==> config.mk <==
export PLATFORM = sky130hd
export DESIGN_NAME = tsa_pipeline
export DESIGN_NICKNAME = d
export VERILOG_FILES = /design/src/hw/tsa_pkg.sv /design/src/hw/tsa_stage_if.sv /design/src/hw/tsa_lower_stage.sv /design/src/hw/tsa_fifo.sv /design/src/hw/tsa_pipeline.sv
export SDC_FILE = /design/constraint.sdc
export NUM_CORES = 1
export LEC_CHECK = 0
export BUFFER_PORTS_ARGS = -buffer_cell sky130_fd_sc_hd__clkbuf_2
export CAP_MARGIN = 20
export CORE_ASPECT_RATIO = 0.6
export CORE_MARGIN = 10
export CORE_UTILIZATION = 35
export DETAILED_ROUTE_END_ITERATION = 6
export GPL_ROUTABILITY_DRIVEN = 0
export GPL_TIMING_DRIVEN = 1
export MAX_ROUTING_LAYER = met4
export PLACE_DENSITY = 0.58
export SLEW_MARGIN = 40
export SYNTH_ARGS = -nofsm -noshare
export SYNTH_HDL_FRONTEND = slang
export SYNTH_HIERARCHICAL = 1
export SYNTH_SLANG_ARGS = --single-unit
==> constraint.sdc <==
create_clock -name ref_clk -period 8.5 [get_ports ref_clk]
set_clock_uncertainty 0.15 [all_clocks]
set_input_delay 0.85 -clock ref_clk [delete_from_list [all_inputs] [get_ports ref_clk]]
set_output_delay 0.85 -clock ref_clk [all_outputs]
set_load 0.02 [all_outputs]
==> src/hw/tsa_pkg.sv <==
// Constants shared by the two-step converter output pipeline.
// Assumes one system clock; the conversion clock arrives as a pin.
package tsa_pkg;
  // ==========================================================
  // Widths and depth
  localparam int unsigned WORD_W     = 8;
  localparam int unsigned PART_W     = 4;
  localparam int unsigned FIFO_DEPTH = 16;
  localparam int unsigned SYNC_W     = 2;
  // ==========================================================
  // Reset values
  localparam logic [WORD_W-1:0] WORD_RST = 8'h00;
  localparam logic [PART_W-1:0] PART_RST = 4'h0;
  // ==========================================================
  // Lower comparator stage phases
  typedef enum logic [1:0] {
    tsa_idle,
    tsa_hold,
    tsa_compare
  } tsa_phase_e;
endpackage : tsa_pkg

==> src/hw/tsa_stage_if.sv <==
// Bundle between the pipeline controller and one lower comparator stage.
// Assumes both ends run on ref_clk.
interface tsa_stage_if;
  logic                         load;
  logic                         rise;
  logic [tsa_pkg::WORD_W-1:0]   sample;
  logic [tsa_pkg::PART_W-1:0]   upper_in;
  logic [tsa_pkg::PART_W-1:0]   upper_out;
  logic [tsa_pkg::PART_W-1:0]   lower_partial_result;
  logic                         done;

  modport ctrl  (output load, output rise, output sample, output upper_in,
                 input upper_out, input lower_partial_result, input done);
  modport stage (input load, input rise, input sample, input upper_in,
                 output upper_out, output lower_partial_result, output done);
endinterface : tsa_stage_if

==> src/hw/tsa_lower_stage.sv <==
// One lower comparator stage: sample, hold on the upper result, compare.
// Assumes load and rise never fall in the same ref_clk cycle, and that upper_in
// carries the upper result of this stage's own sample at its compare rise.
module tsa_lower_stage (
  input  wire logic    ref_clk,
  input  wire logic    rst_b,
  tsa_stage_if.stage   port_s
);
  tsa_pkg::tsa_phase_e             phase;
  logic [tsa_pkg::WORD_W-1:0]      held;
  logic [tsa_pkg::PART_W-1:0]      ref_sel;
  logic [tsa_pkg::PART_W-1:0]      lower;
  logic                            done_q;
  logic [tsa_pkg::WORD_W-1:0]      residue;

  // Residue against the reference picked by the upper result
  assign residue = held - {port_s.upper_in, tsa_pkg::PART_RST};

  always_ff @(posedge ref_clk or negedge rst_b)
  begin
    if (!rst_b)
    begin
      phase   <= tsa_pkg::tsa_idle;
      held    <= tsa_pkg::WORD_RST;
      ref_sel <= tsa_pkg::PART_RST;
      lower   <= tsa_pkg::PART_RST;
      done_q  <= 1'b0;
    end
    else
    begin
      done_q <= 1'b0;
      if (port_s.load)
      begin
        held  <= port_s.sample;
        phase <= tsa_pkg::tsa_hold;
      end
      else if (port_s.rise)
      begin
        case (phase)
          tsa_pkg::tsa_hold:
          begin
            phase   <= tsa_pkg::tsa_compare;
          end
          tsa_pkg::tsa_compare:
          begin
            // Keep the reference with the result; the upper register moves on at this edge
            ref_sel <= port_s.upper_in;
            lower  <= residue[tsa_pkg::PART_W-1:0];
            done_q <= 1'b1;
            phase  <= tsa_pkg::tsa_idle;
          end
          default: phase <= tsa_pkg::tsa_idle;
        endcase
      end
    end
  end

  assign port_s.upper_out            = ref_sel;
  assign port_s.lower_partial_result = lower;
  assign port_s.done                 = done_q;
endmodule : tsa_lower_stage

==> src/hw/tsa_fifo.sv <==
// Word FIFO with registered read data and show-ahead output.
// Assumes push and pop come from logic on the same clock.
module tsa_fifo #(
  parameter int unsigned WIDTH = tsa_pkg::WORD_W,
  parameter int unsigned DEPTH = tsa_pkg::FIFO_DEPTH
) (
  input  wire logic             ref_clk,
  input  wire logic             rst_b,
  input  wire logic             in_valid,
  output logic                  in_ready,
  input  wire logic [WIDTH-1:0] in_data,
  output logic                  out_valid,
  input  wire logic             out_ready,
  output logic [WIDTH-1:0]      out_data
);
  localparam int unsigned AW = (DEPTH > 1) ? $clog2(DEPTH) : 1;

  logic [WIDTH-1:0] mem [DEPTH];
  logic [AW-1:0]    wr_ptr;
  logic [AW-1:0]    rd_ptr;
  logic [AW:0]      count;
  logic             push;
  logic             pop;
  logic [AW-1:0]    next_rd_ptr;
  logic [AW:0]      next_count;
  logic             head_bypass;

  function automatic logic [AW-1:0] bump(input logic [AW-1:0] p);
    bump = (p == AW'(DEPTH - 1)) ? '0 : p + 1'b1;
  endfunction : bump

  assign in_ready    = (count != (AW + 1)'(DEPTH));
  assign push        = in_valid && in_ready;
  assign pop         = out_valid && out_ready;
  assign next_rd_ptr = pop ? bump(rd_ptr) : rd_ptr;
  assign next_count  = count + (AW + 1)'(push) - (AW + 1)'(pop);
  // A word written straight into the head slot would be read stale from memory
  assign head_bypass = push && (wr_ptr == next_rd_ptr);

  always_ff @(posedge ref_clk)
  begin
    if (push)
      mem[wr_ptr] <= in_data;
  end

  always_ff @(posedge ref_clk or negedge rst_b)
  begin
    if (!rst_b)
    begin
      wr_ptr    <= '0;
      rd_ptr    <= '0;
      count     <= '0;
      out_valid <= 1'b0;
      out_data  <= '0;
    end
    else
    begin
      if (push)
        wr_ptr <= bump(wr_ptr);
      rd_ptr    <= next_rd_ptr;
      count     <= next_count;
      out_valid <= (next_count != '0);
      out_data  <= head_bypass ? in_data : mem[next_rd_ptr];
    end
  end
endmodule : tsa_fifo

==> src/hw/tsa_pipeline.sv <==
// Digital timing of an 8-bit two-step converter: upper stage, two lower
// stages used in turn, merge, and the output bus.
// Assumes conv_clk and analog_sample come from pins and ref_clk is at least
// four times faster than conv_clk so every half period spans two ref_clk edges.

// What this block does
// - Sample, hold and compare phases all step on edges of the one external conversion clock.
// - A sample is taken on a falling clock edge into the upper stage and its lower stage together.
// - The 4-bit upper result is ready at the first rising edge after sampling.
// - The 4-bit lower result is ready at the second rising edge, against the reference picked by the upper result.
// - Upper and lower results merge into one byte driven out at the third rising edge.
// - Each byte appears two and a half clock cycles after its sampling falling edge.
// - Consecutive samples go to the two lower stages in turn so a conversion starts every cycle.
// - After the first latency one byte comes out on every rising edge.
// - The byte is straight binary with bit 7 as most significant, bottom reference 0 and top 255.
// - Every code from 0 to 255 is reachable across the input range.
module tsa_pipeline (
  input  wire logic                        ref_clk,
  input  wire logic                        rst_b,
  input  wire logic                        conv_clk,
  input  wire logic [tsa_pkg::WORD_W-1:0]  analog_sample,
  output logic      [tsa_pkg::WORD_W-1:0]  out_word,
  output logic                             word_strobe,
  output logic                             overflow
);
  // ==========================================================
  // Pin synchronisers
  logic [tsa_pkg::SYNC_W-1:0]      clk_sync;
  logic                            clk_last;
  logic [tsa_pkg::WORD_W-1:0]      samp_meta;
  logic [tsa_pkg::WORD_W-1:0]      samp_sync;
  logic                            fall_edge;
  logic                            rise_edge;

  always_ff @(posedge ref_clk or negedge rst_b)
  begin
    if (!rst_b)
    begin
      clk_sync  <= '0;
      clk_last  <= 1'b0;
      samp_meta <= tsa_pkg::WORD_RST;
      samp_sync <= tsa_pkg::WORD_RST;
    end
    else
    begin
      clk_sync  <= {clk_sync[0], conv_clk};
      clk_last  <= clk_sync[1];
      samp_meta <= analog_sample;
      samp_sync <= samp_meta;
    end
  end

  // Only the second and third flops feed the edge detector
  assign fall_edge = clk_last && !clk_sync[1];
  assign rise_edge = !clk_last && clk_sync[1];

  // ==========================================================
  // Sampling and upper stage
  logic                            stage_sel;
  logic [tsa_pkg::WORD_W-1:0]      upper_held;
  logic [tsa_pkg::PART_W-1:0]      upper_partial_result;
  logic                            load_a;
  logic                            load_b;

  assign load_a = fall_edge && !stage_sel;
  assign load_b = fall_edge && stage_sel;

  always_ff @(posedge ref_clk or negedge rst_b)
  begin
    if (!rst_b)
    begin
      stage_sel            <= 1'b0;
      upper_held           <= tsa_pkg::WORD_RST;
      upper_partial_result <= tsa_pkg::PART_RST;
    end
    else
    begin
      if (fall_edge)
      begin
        upper_held <= samp_sync;
        stage_sel  <= !stage_sel;
      end
      if (rise_edge)
        upper_partial_result <= upper_held[tsa_pkg::WORD_W-1:tsa_pkg::PART_W];
    end
  end

  // ==========================================================
  // Lower stages, used alternately
  tsa_stage_if lane_a ();
  tsa_stage_if lane_b ();

  // At the compare rise the upper register still holds the result of the rise before
  assign lane_a.load     = load_a;
  assign lane_a.rise     = rise_edge;
  assign lane_a.sample   = samp_sync;
  assign lane_a.upper_in = upper_partial_result;
  assign lane_b.load     = load_b;
  assign lane_b.rise     = rise_edge;
  assign lane_b.sample   = samp_sync;
  assign lane_b.upper_in = upper_partial_result;

  tsa_lower_stage u_stage_a (
    .ref_clk (ref_clk),
    .rst_b   (rst_b),
    .port_s  (lane_a.stage)
  );

  tsa_lower_stage u_stage_b (
    .ref_clk (ref_clk),
    .rst_b   (rst_b),
    .port_s  (lane_b.stage)
  );

  // ==========================================================
  // Merge into a straight binary byte and queue it
  logic                            push_valid;
  logic [tsa_pkg::WORD_W-1:0]      merged;
  logic                            push_ready;
  logic                            head_valid;
  logic [tsa_pkg::WORD_W-1:0]      head_word;
  logic                            pop_now;

  assign push_valid = lane_a.done || lane_b.done;
  // Upper nibble on top keeps the code straight binary and gap free
  assign merged     = lane_a.done ? {lane_a.upper_out, lane_a.lower_partial_result}
                                  : {lane_b.upper_out, lane_b.lower_partial_result};
  assign pop_now    = rise_edge && head_valid;

  tsa_fifo #(
    .WIDTH (tsa_pkg::WORD_W),
    .DEPTH (tsa_pkg::FIFO_DEPTH)
  ) u_fifo (
    .ref_clk   (ref_clk),
    .rst_b     (rst_b),
    .in_valid  (push_valid),
    .in_ready  (push_ready),
    .in_data   (merged),
    .out_valid (head_valid),
    .out_ready (pop_now),
    .out_data  (head_word)
  );

  // ==========================================================
  // Output bus
  always_ff @(posedge ref_clk or negedge rst_b)
  begin
    if (!rst_b)
    begin
      out_word    <= tsa_pkg::WORD_RST;
      word_strobe <= 1'b0;
      overflow    <= 1'b0;
    end
    else
    begin
      word_strobe <= pop_now;
      if (pop_now)
        out_word <= head_word;
      // A full queue means the conversion clock outran ref_clk; the word is lost
      if (push_valid && !push_ready)
        overflow <= 1'b1;
    end
  end
endmodule : tsa_pipeline

==> run_results.csv, run 1 <==
group,metric,value,unit
cts,cts.repair.resized,0,
synth,avgSynthCellArea,13.61,µm²
setup_path,start_kind,"flip-flop",
synth,yosys_warnings,6,
pwr,power.density,355.9,mW/mm²
timing,relSlewSlack,42.60,%
drt,via_per_inst,5.560,
timing,worst_pin_slew,855.2,ps
cts,numCtsBuffers,20,
synth,synth_xor_area_share,1.175,%
drt,drt_iter0_markers,776,
synth,synth_flop_cell,"edfxtp_1",
placement,dp_hpwl,16320,µm
final_layout,fin_nets,737,
cts,root_buffer,"clkbuf_16",
final_layout,design_area,0.01066,mm²
synth,synth_fa_ha_area_share,1.645,%
floorplanning,rows,46,
status,status,"finished, final reports clean",
worst_hold_path,hold_class,"input pin to asynchronous set/reset pin",
pwr,totalPowerFinal,0.003795,W
timing,drv_slew,0,
final_layout,mostFrequentLayoutCells,"edfxtp_1 (128), dfrtp_1 (89), nand2_1 (62)",
grt,antenna_found_initial,0,
flow_run,cap_violations,0,
floorplanning,dieArea,0.03462,mm²
synth,mappedNetlistNets,727,
synth,synth_seq_area_share,63.61,%
drt,wl_per_cell,22.30,µm
grt,grt_pass1_vias,5606,
cts,post_cts.repair.setup_buffers,0,
cts,worstSkewPairLatency,510,ps
drt,num_vias,6055,
floorplanning,core-area,0.02671,mm²
placement,port-buffer-count,20,
synth,async_reset_ff_share,41.28,%
setup_path,worstPathRequired,8790,ps
grt,grt_max_degree,58,
pwr,peakVddDrop,143.5,µV
cts,cts_tree,"yes",
drt,wirelength,24290,µm
synth,ys_ff_latch,218,
placement,dpl_cell_area,0.009982,mm²
final_layout,final_common_cell,"edfxtp_1",
floorplanning,pin_count,21,
cts,cts.sinks,218,
grt,grt_usage,14.33,%
drt,ant_nets,0,
pwr,leakagePower,4.078,nW
grt,grt_overflow_total,0,
synth,synth_cell_types,60,
setup_path,critPathMaxFanout,57,
drt,firstDrtPassIters,5,
synth,synth_compound_area_share,10.31,%
floorplanning,die_y,148.2,µm
setup_path,critPathCaptureType,"flip-flop",
cts,clkSlewWorstSetupHoldPaths,70,ps
synth,synth_top_family_by_area,"simple AND/OR/NAND/NOR gates",
synth,synth_area,0.009583,mm²
floorplanning,initial_core_util,35.88,%
synth,synth_mux_area_share,9.296,%
final_layout,fillerInstances,2486,
synth,synth-simple-area-share,10.64,%
drt,drc,0,
cts,h-tree-depth,1,
timing,rsz0062_at_grt,"false",
timing,final.min_clock_period,4126,ps
floorplanning,die_w,233.6,µm
timing,finalHoldViolations,0,
timing,fin_setup_tns,0,ps
synth,synth_edf_count,128,
cts,max-clock-path-buffers,3,
timing,timing.fmax,0.2424,GHz
cts,hold_buffers,0,
final_layout,syn_to_final_growth,11.25,%
timing,final.period_utilization,48.54,%
setup_path,critPathKind,"flip-flop to flip-flop",
timing,setup_viol,0,
synth,postSynthCellCount,704,
final_layout,drive_above_1_share,18.27,%
setup_path,worst_ep_arrival_time,4420,ps
grt,grt_pass1_wl,36740,µm
cells by family after synthesis:
family                   count (synthesis)
flip-flops                             218
AND/OR/NAND/NOR                        184
AO/OA/AOI/OAI                          135
multiplexers                            78
buffers and inverters                   65
XOR/XNOR                                12
adder cells (fa/ha/maj)                 12
cell usage after synthesis, types with 2 or more instances:
| library cell | number | area, µm² |
|---|---|---|
| buf_1 | 2 | 7.510 |
| nand3_1 | 25 | 125.1 |
| a2bb2oi_1 | 7 | 61.31 |
| ha_1 | 11 | 137.6 |
| clkinv_1 | 2 | 7.510 |
| a21o_1 | 2 | 15.01 |
| a31oi_1 | 24 | 150.1 |
| nor2_1 | 6 | 22.52 |
| nand2_1 | 62 | 232.7 |
| inv_1 | 17 | 63.81 |
| and3_1 | 28 | 175.2 |
| a211oi_1 | 16 | 120.1 |
| inv_2 | 3 | 11.26 |
| mux2_2 | 44 | 495.5 |
| a21oi_1 | 6 | 30.03 |
| nand3b_1 | 3 | 22.52 |
| a311oi_1 | 13 | 113.9 |
| o21ai_0 | 27 | 135.1 |
| buf_2 | 14 | 70.07 |
| and2_1 | 18 | 112.6 |
| nand2b_1 | 3 | 18.77 |
| dfrtp_1 | 90 | 2252 |
| xnor2_1 | 7 | 61.31 |
| a32o_1 | 8 | 80.08 |
| a211o_1 | 7 | 61.31 |
| nand4_1 | 9 | 56.30 |
| nor2b_1 | 2 | 12.51 |
| nor4bb_4 | 2 | 50.05 |
| buf_6 | 5 | 56.30 |
| edfxtp_1 | 128 | 3844 |
| or3_1 | 16 | 100.1 |
| xor2_1 | 4 | 35.03 |
| o211ai_1 | 7 | 52.55 |
| mux2i_1 | 23 | 230.2 |
| clkbuf_1 | 17 | 63.81 |
| buf_4 | 5 | 37.54 |
| mux2_4 | 11 | 165.2 |
| a21o_2 | 2 | 17.52 |
| a221o_1 | 7 | 70.07 |
through the flow:
step,hold slack [ps],cells,utilization (%),setup WS [ps]
6_report,87.05,1089,39.92,4374
5_1_grt,96.80,1088,39.91,4112
4_1_cts,92.58,1086,39.84,4324
3_5_place_dp,185.6,1050,37.38,4329
3_3_place_gp,182.5,1049,37.30,4440
2_1_floorplan,181.2,704,-,5334
final cells by class:
class | count | area (µm²) | area share (%)
Antenna cell | 1 | 2.502 | 0.02347
Sequential cell | 218 | 6097 | 57.19
Tap cell | 360 | 450.4 | 4.225
Timing Repair Buffer | 31 | 197.7 | 1.854
Multi-Input combinational cell | 421 | 3172 | 29.75
Clock inverter | 9 | 68.82 | 0.6455
Inverter | 22 | 83.83 | 0.7863
Clock buffer | 27 | 589.3 | 5.528
final timing paths:
check,from,to,slack (ps),cells past startpoint
max,u_fifo/out_valid,u_fifo/out_data[3],4370,11
min,rst_b,u_fifo/wr_ptr[3],90,1
max reg2reg,u_fifo/out_valid,u_fifo/out_data[3],4370,11
min reg2reg,samp_meta[5],lane_a.sample[5],200,0
max in group asynchronous,rst_b,u_fifo/rd_ptr[0],7150,3
min in group ref_clk,samp_meta[5],lane_a.sample[5],200,0
routing by layer:
metal / share of wire (%) / track usage (%) / wire length (µm)
met5: 0 / - / 0
met4: 1.5 / 2.634 / 356
met3: 11 / 4.445 / 2565
met2: 37 / 16.84 / 9037
met1: 51 / 22.75 / 12330
registers in the layout, indices dropped and copies added, names as in the netlist, 4 cells and up:
signal / flops
u_fifo/mem: 128
u_fifo/rd_ptr: 4
lane_a.sample: 8
u_stage_a/port_s.lower_partial_result: 4
u_stage_b/held: 4
lane_a.upper_in: 4
out_word: 8
u_stage_a/held: 4
u_fifo/count: 5
u_stage_b/port_s.upper_out: 4
upper_held: 4
u_fifo/wr_ptr: 4
samp_meta: 8
u_stage_b/port_s.lower_partial_result: 4
u_stage_a/port_s.upper_out: 4
u_fifo/out_data: 8
report_power, final:
| group | total [W] | internal [W] | switching [W] |
|---|---|---|---|
| clock network | 0.000909 | 0.000518 | 0.000391 |
| registers | 0.00148 | 0.00137 | 0.000113 |
| logic | 0.00140 | 0.000506 | 0.000896 |
worst max-delay path, cell delays in order (launching register included):
cell,delay [ps]
dfrtp_1,640
nand3b_4,230
inv_1,310
nand2_1,140
buf_4,340
o21a_1,260
buf_4,270
inv_2,460
nand2_1,100
a311oi_1,760
a32o_1,230
mux2_4,140
No activity file was read; power rests on OpenSTA's default activity.
==> inputs of run 2 (changes only) <==
Settings changed: PLACE_DENSITY 0.58 to 0.59.
Clock period 8.5 ns to 3.4 ns, I/O delays scaled along.
==> run 2 against run 1 <==
Net effect: critical path depth is 2 lower; critical path type unchanged; via count is 2.9% higher; critical endpoint is now u_fifo/out_data[7]; worst hold slack better by 110 ps; sequential cell count stayed put.
==> run_results.csv, run 2 (synthesis results as in run 1) <==
group,metric,value,unit
final_layout,final_common_cell,"edfxtp_1",
timing,finalHoldViolations,0,
pwr,power_frac_clock,22.6,%
setup_path,critPathLaunch,"clk_sync[1]",
cts,cts.repair.resized,0,
setup_path,worst_ep_arrival_time,3450,ps
setup_path,cp_slowest_cell,"xor2_2",
final_layout,largest_reg_flops,128,
cts,hold_buffers,10,
grt,antenna_found_initial,0,
pwr,peakVddDrop,450.1,µV
final_layout,top_register,"u_fifo/mem",
floorplanning,die_w,233.6,µm
cts,cts_tree,"yes",
setup_path,crit_chain,"nand3b_4 > inv_1 > buf_4 > nand3_2 > xor2_2 > xor2_1 > nand3_1 > or3_1 > mux2_4",
worst_hold_path,worstHoldStart,"samp_meta[7]",
placement,dp_hpwl,16720,µm
cts,max-clock-path-buffers,3,
timing,holdWs,198.6,ps
cts,root_buffer,"clkbuf_16",
placement,port-buffer-count,20,
pwr,pwr-share-comb,39.0,%
final_layout,design_area,0.01088,mm²
timing,final.period_utilization,95.06,%
floorplanning,rows,46,
final_layout,mostFrequentLayoutCells,"edfxtp_1 (128), dfrtp_1 (89), nand2_1 (62)",
setup_path,worst-path-stages,9,
pwr,leakagePower,4.192,nW
drt,drt_iter0_markers,678,
flow_run,cap_violations,0,
timing,drv_slew,0,
final_layout,fillerInstances,2486,
floorplanning,initial_core_util,35.88,%
setup_path,critPathMaxFanout,12,
setup_path,critPathKind,"flip-flop to flip-flop",
drt,firstDrtPassIters,5,
final_layout,drive_above_1_share,19.47,%
floorplanning,die_y,148.2,µm
grt,grt_pass1_wl,38160,µm
floorplanning,core-area,0.02671,mm²
setup_path,critPathCaptureType,"flip-flop",
cts,cts.sinks,218,
drt,wirelength,24890,µm
drt,num_vias,6232,
pwr,power.density,882.9,mW/mm²
timing,rsz0062_at_grt,"false",
floorplanning,pin_count,21,
final_layout,syn_to_final_growth,13.50,%
setup_path,reg2regPathDepth,9,
final_layout,antennaDiodeCount,0,
status,status,"finished, final reports clean",
grt,grt_overflow_total,0,
drt,ant_nets,0,
final_layout,fin_nets,764,
timing,final.min_clock_period,3232,ps
cts,post_cts.repair.setup_buffers,0,
cts,worstSkewPairLatency,500,ps
cts,numCtsBuffers,20,
drt,drc,0,
timing,relSlewSlack,43.58,%
setup_path,path_delay_family,"simple AND/OR/NAND/NOR gates",
setup_path,slowest_delay,670,ps
pwr,switchingPower,0.003553,W
timing,fin_setup_tns,0,ps
grt,grt_max_degree,51,
floorplanning,dieArea,0.03462,mm²
drt,via_per_inst,5.589,
timing,worst_pin_slew,845.7,ps
grt,grt_pass1_vias,5814,
worst_hold_path,hold-path-cell-count,0,
grt,grt_usage,14.78,%
setup_path,path_buf_inv,2,
timing,setup_viol,0,
pwr,p_sw_share,36.99,%
pwr,p_int,0.006051,W
setup_path,worstPathRequired,3620,ps
placement,dpl_cell_area,0.01015,mm²
setup_path,start_kind,"flip-flop",
cts,h-tree-depth,1,
timing,timing.fmax,0.3094,GHz
setup_path,rr_startpoint,"clk_sync[1]",
pwr,p_seq_share,38.4,%
worst_hold_path,hold_class,"flip-flop to flip-flop",
cts,clkSlewWorstSetupHoldPaths,60,ps
drt,wl_per_cell,22.32,µm
[run 2: cell types whose count changed in the layout (fill, tap and decap cells not counted), sizes merged]
cell and delta:
buf +17, bufinv -1, clkbuf +2, clkinv -2, clkinvlp +1, diode -1
dlygate4sd3 +10
[run 2: final timing paths]
kind                                            to  slack (ps)
max in group asynchronous         u_fifo/rd_ptr[0]        2200
worst min register to register    lane_a.sample[7]         200
min in group asynchronous         u_fifo/wr_ptr[3]         210
worst min-delay path              lane_a.sample[7]         200
worst max register to register  u_fifo/out_data[7]         170
worst max-delay path            u_fifo/out_data[7]         170
[run 2: power groups by stage]
stage / logic [W] / registers, W / clock network (W)
after floorplan: 0.00233 / 0.00371 / 0
after global placement: 0.00363 / 0.00374 / 0
after detailed placement: 0.00366 / 0.00375 / 0
after CTS: 0.00368 / 0.00369 / 0.00221
after global routing: 0.00402 / 0.00374 / 0.00234
final: 0.00375 / 0.00369 / 0.00217
[run 2: routing by layer]
layer  GRT usage (%)  vias to the layer above  wire length (µm)
met5               -                        -                 0
met4           2.795                        0               484
met3           3.571                       38              2540
met2           17.87                      285              9191
met1           23.64                     3169             12670
li1                -                     2740                 -
[run 2: per-stage QoR]
step	std cells	util, %	total power, W	setup WS (ps)
floorplan	704	-	0.006039	234.3
global placement	1068	37.98	0.007371	277.1
detailed placement	1069	38.01	0.007402	225.2
CTS	1115	40.73	0.009592	213.3
global route	1115	40.73	0.01010	59.30
finish	1115	40.73	0.009603	168.1
[run 2: layout make-up]
| cell class | count | area [µm²] | area share (%) |
|---|---|---|---|
| timing repair buffer | 58 | 450.4 | 4.141 |
| clock inverter | 7 | 31.28 | 0.2876 |
| tap | 360 | 450.4 | 4.141 |
| sequential | 218 | 6097 | 56.06 |
| clock buffer | 29 | 595.6 | 5.476 |
| multi-input combinational | 421 | 3169 | 29.14 |
| inverter | 22 | 82.58 | 0.7592 |
==> inputs of run 3 (changes only) <==
Settings changed: BUFFER_PORTS_ARGS -buffer_cell sky130_fd_sc_hd__clkbuf_2 to -buffer_cell sky130_fd_sc_hd__buf_2.
==> run 3 against run 2 <==
Net effect: worst hold slack about the same; first-iteration DRC count up 8.1%; sequential cell count unchanged; cell count up 0.36%; combinational power about the same; die area unchanged; sequential share of layout area down 0.16 points.
==> run_results.csv, run 3 (synthesis results as in run 1) <==
group,metric,value,unit
status,status,"finished, final reports clean",
pwr,power_frac_clock,23.5,%
drt,ant_nets,0,
placement,dpl_cell_area,0.01014,mm²
timing,rsz0062_at_grt,"false",
timing,drv_slew,0,
grt,grt_usage,14.71,%
grt,grt_pass1_wl,38030,µm
drt,num_vias,6177,
timing,setup_viol,0,
pwr,p_seq_share,37.8,%
final_layout,largest_reg_flops,128,
final_layout,utilization,40.85,%
pwr,peakVddDrop,451.3,µV
pwr,totalPowerFinal,0.009762,W
floorplanning,dieArea,0.03462,mm²
cts,root_buffer,"clkbuf_16",
setup_path,critPathMaxFanout,26,
timing,final.min_clock_period,3192,ps
floorplanning,die_w,233.6,µm
pwr,power.density,895.0,mW/mm²
cts,clkSlewWorstSetupHoldPaths,70,ps
cts,worstSkewPairLatency,510,ps
floorplanning,pin_count,21,
drt,drc,0,
setup_path,cp-endpoint,"u_fifo/out_data[5]",
placement,dp_hpwl,16850,µm
floorplanning,rows,46,
final_layout,fin_nets,768,
setup_path,critPathCaptureType,"flip-flop",
setup_path,critPathKind,"flip-flop to flip-flop",
timing,final.period_utilization,93.89,%
pwr,p_int,0.006137,W
worst_hold_path,worstHoldStart,"samp_meta[4]",
pwr,leakagePower,4.207,nW
drt,drt_iter0_markers,733,
timing,timing.fmax,0.3133,GHz
floorplanning,initial_core_util,35.88,%
floorplanning,core-area,0.02671,mm²
setup_path,r2r_end,"u_fifo/out_data[5]",
drt,firstDrtPassIters,6,
drt,via_per_inst,5.520,
pwr,pwr-share-comb,38.7,%
cts,cts_tree,"yes",
setup_path,reg2regPathDepth,8,
worst_hold_path,hold_class,"flip-flop to flip-flop",
timing,worst_pin_slew,739.7,ps
grt,grt_overflow_total,0,
placement,port-buffer-count,20,
final_layout,drive_above_1_share,19.89,%
setup_path,start_kind,"flip-flop",
final_layout,antennaDiodeCount,0,
setup_path,rr_startpoint,"u_fifo/rd_ptr[1]",
drt,wirelength,25030,µm
setup_path,r2r_setup_slack,210,ps
grt,grt_max_degree,47,
timing,setup_slack,207.7,ps
setup_path,worstPathRequired,3690,ps
timing,fin_setup_tns,0,ps
final_layout,final_common_cell,"edfxtp_1",
grt,grt_pass1_vias,5787,
final_layout,syn_to_final_growth,13.83,%
drt,wl_per_cell,22.36,µm
cts,numCtsBuffers,21,
flow_run,cap_violations,0,
pwr,switchingPower,0.003626,W
placement,dp_worst_setup_slack,212.8,ps
final_layout,top_register,"u_fifo/mem",
cts,cts.sinks,218,
cts,h-tree-depth,1,
grt,antenna_found_initial,0,
cts,max-clock-path-buffers,3,
floorplanning,die_y,148.2,µm
setup_path,critPathLaunch,"u_fifo/rd_ptr[1]",
cts,post_cts.repair.setup_buffers,0,
final_layout,mostFrequentLayoutCells,"edfxtp_1 (128), dfrtp_1 (89), nand2_1 (62)",
setup_path,worst_ep_arrival_time,3480,ps
final_layout,design_area,0.01091,mm²
timing,relSlewSlack,50.36,%
timing,finalHoldViolations,0,
final_layout,fillerInstances,2462,
pwr,p_sw_share,37.14,%
[run 3: changes by cell type in the layout (fill, tap and decap cells not counted), sizes merged]
cell,previous run,this run
inv,20,22
clkinv,8,5
clkinvlp,1,0
bufinv,0,1
buf,29,51
clkbuf,48,31
[run 3: what timing repair did]
item,CTS,global route
endpoints found under the setup margin,0,1
resized for setup,0,1
endpoints found under the hold margin,53,0
hold buffers,10,0
[run 3: worst min path at each step]
stage / end / slack [ps] / depth (start not counted)
finish: lane_a.sample[4] / 200 / 0
global route: lane_a.sample[7] / 210 / 0
CTS: lane_a.sample[7] / 200 / 0
detailed placement: lane_a.sample[4] / 180 / 0
global placement: lane_a.sample[7] / 180 / 0
floorplan: clk_last / -110 / 0
[run 3: layer usage]
metal	wire length, µm	track usage [%]	share of wire, %	up-vias
li1	-	-	-	2748
met1	12100	22.49	48	3084
met3	2941	4.768	12	34
met4	482	3.373	1.9	0
met2	9505	17.85	38	311
met5	0	-	0	-
[run 3: through the flow]
step / hold slack (ps) / instances
2_1_floorplan: -105.6 / 704
3_3_place_gp: 183.8 / 1071
3_5_place_dp: 184.7 / 1071
4_1_cts: 200.3 / 1118
5_1_grt: 211.0 / 1119
6_report: 198.3 / 1119
[run 3: layout make-up]
cell class	count	area, µm²	share of cell area (%)
inverters	22	82.58	0.7571
multi-input cells	421	3169	29.05
clock buffers	31	593.1	5.437
well taps	360	450.4	4.129
flip-flops and latches	218	6097	55.90
repair buffers	61	447.9	4.106
clock inverters	6	67.56	0.6194
[run 3: power by group through the flow]
stage	clock (W)	sequential, W	combinational, W
2_1_floorplan	0	0.00371	0.00233
3_3_place_gp	0	0.00374	0.00366
3_5_place_dp	0	0.00375	0.00369
4_1_cts	0.00234	0.00369	0.00370
5_1_grt	0.00244	0.00374	0.00404
6_report	0.00229	0.00369	0.00378
[run 3: worst max-delay path, cell delays in order (launching register included)]
cell and delay [ps]:
dfrtp_1 470, ha_1 320, a31o_2 360, o21a_1 240, inv_2 420, nand2_1 110
a311oi_1 680, a32o_1 220, mux2_4 140
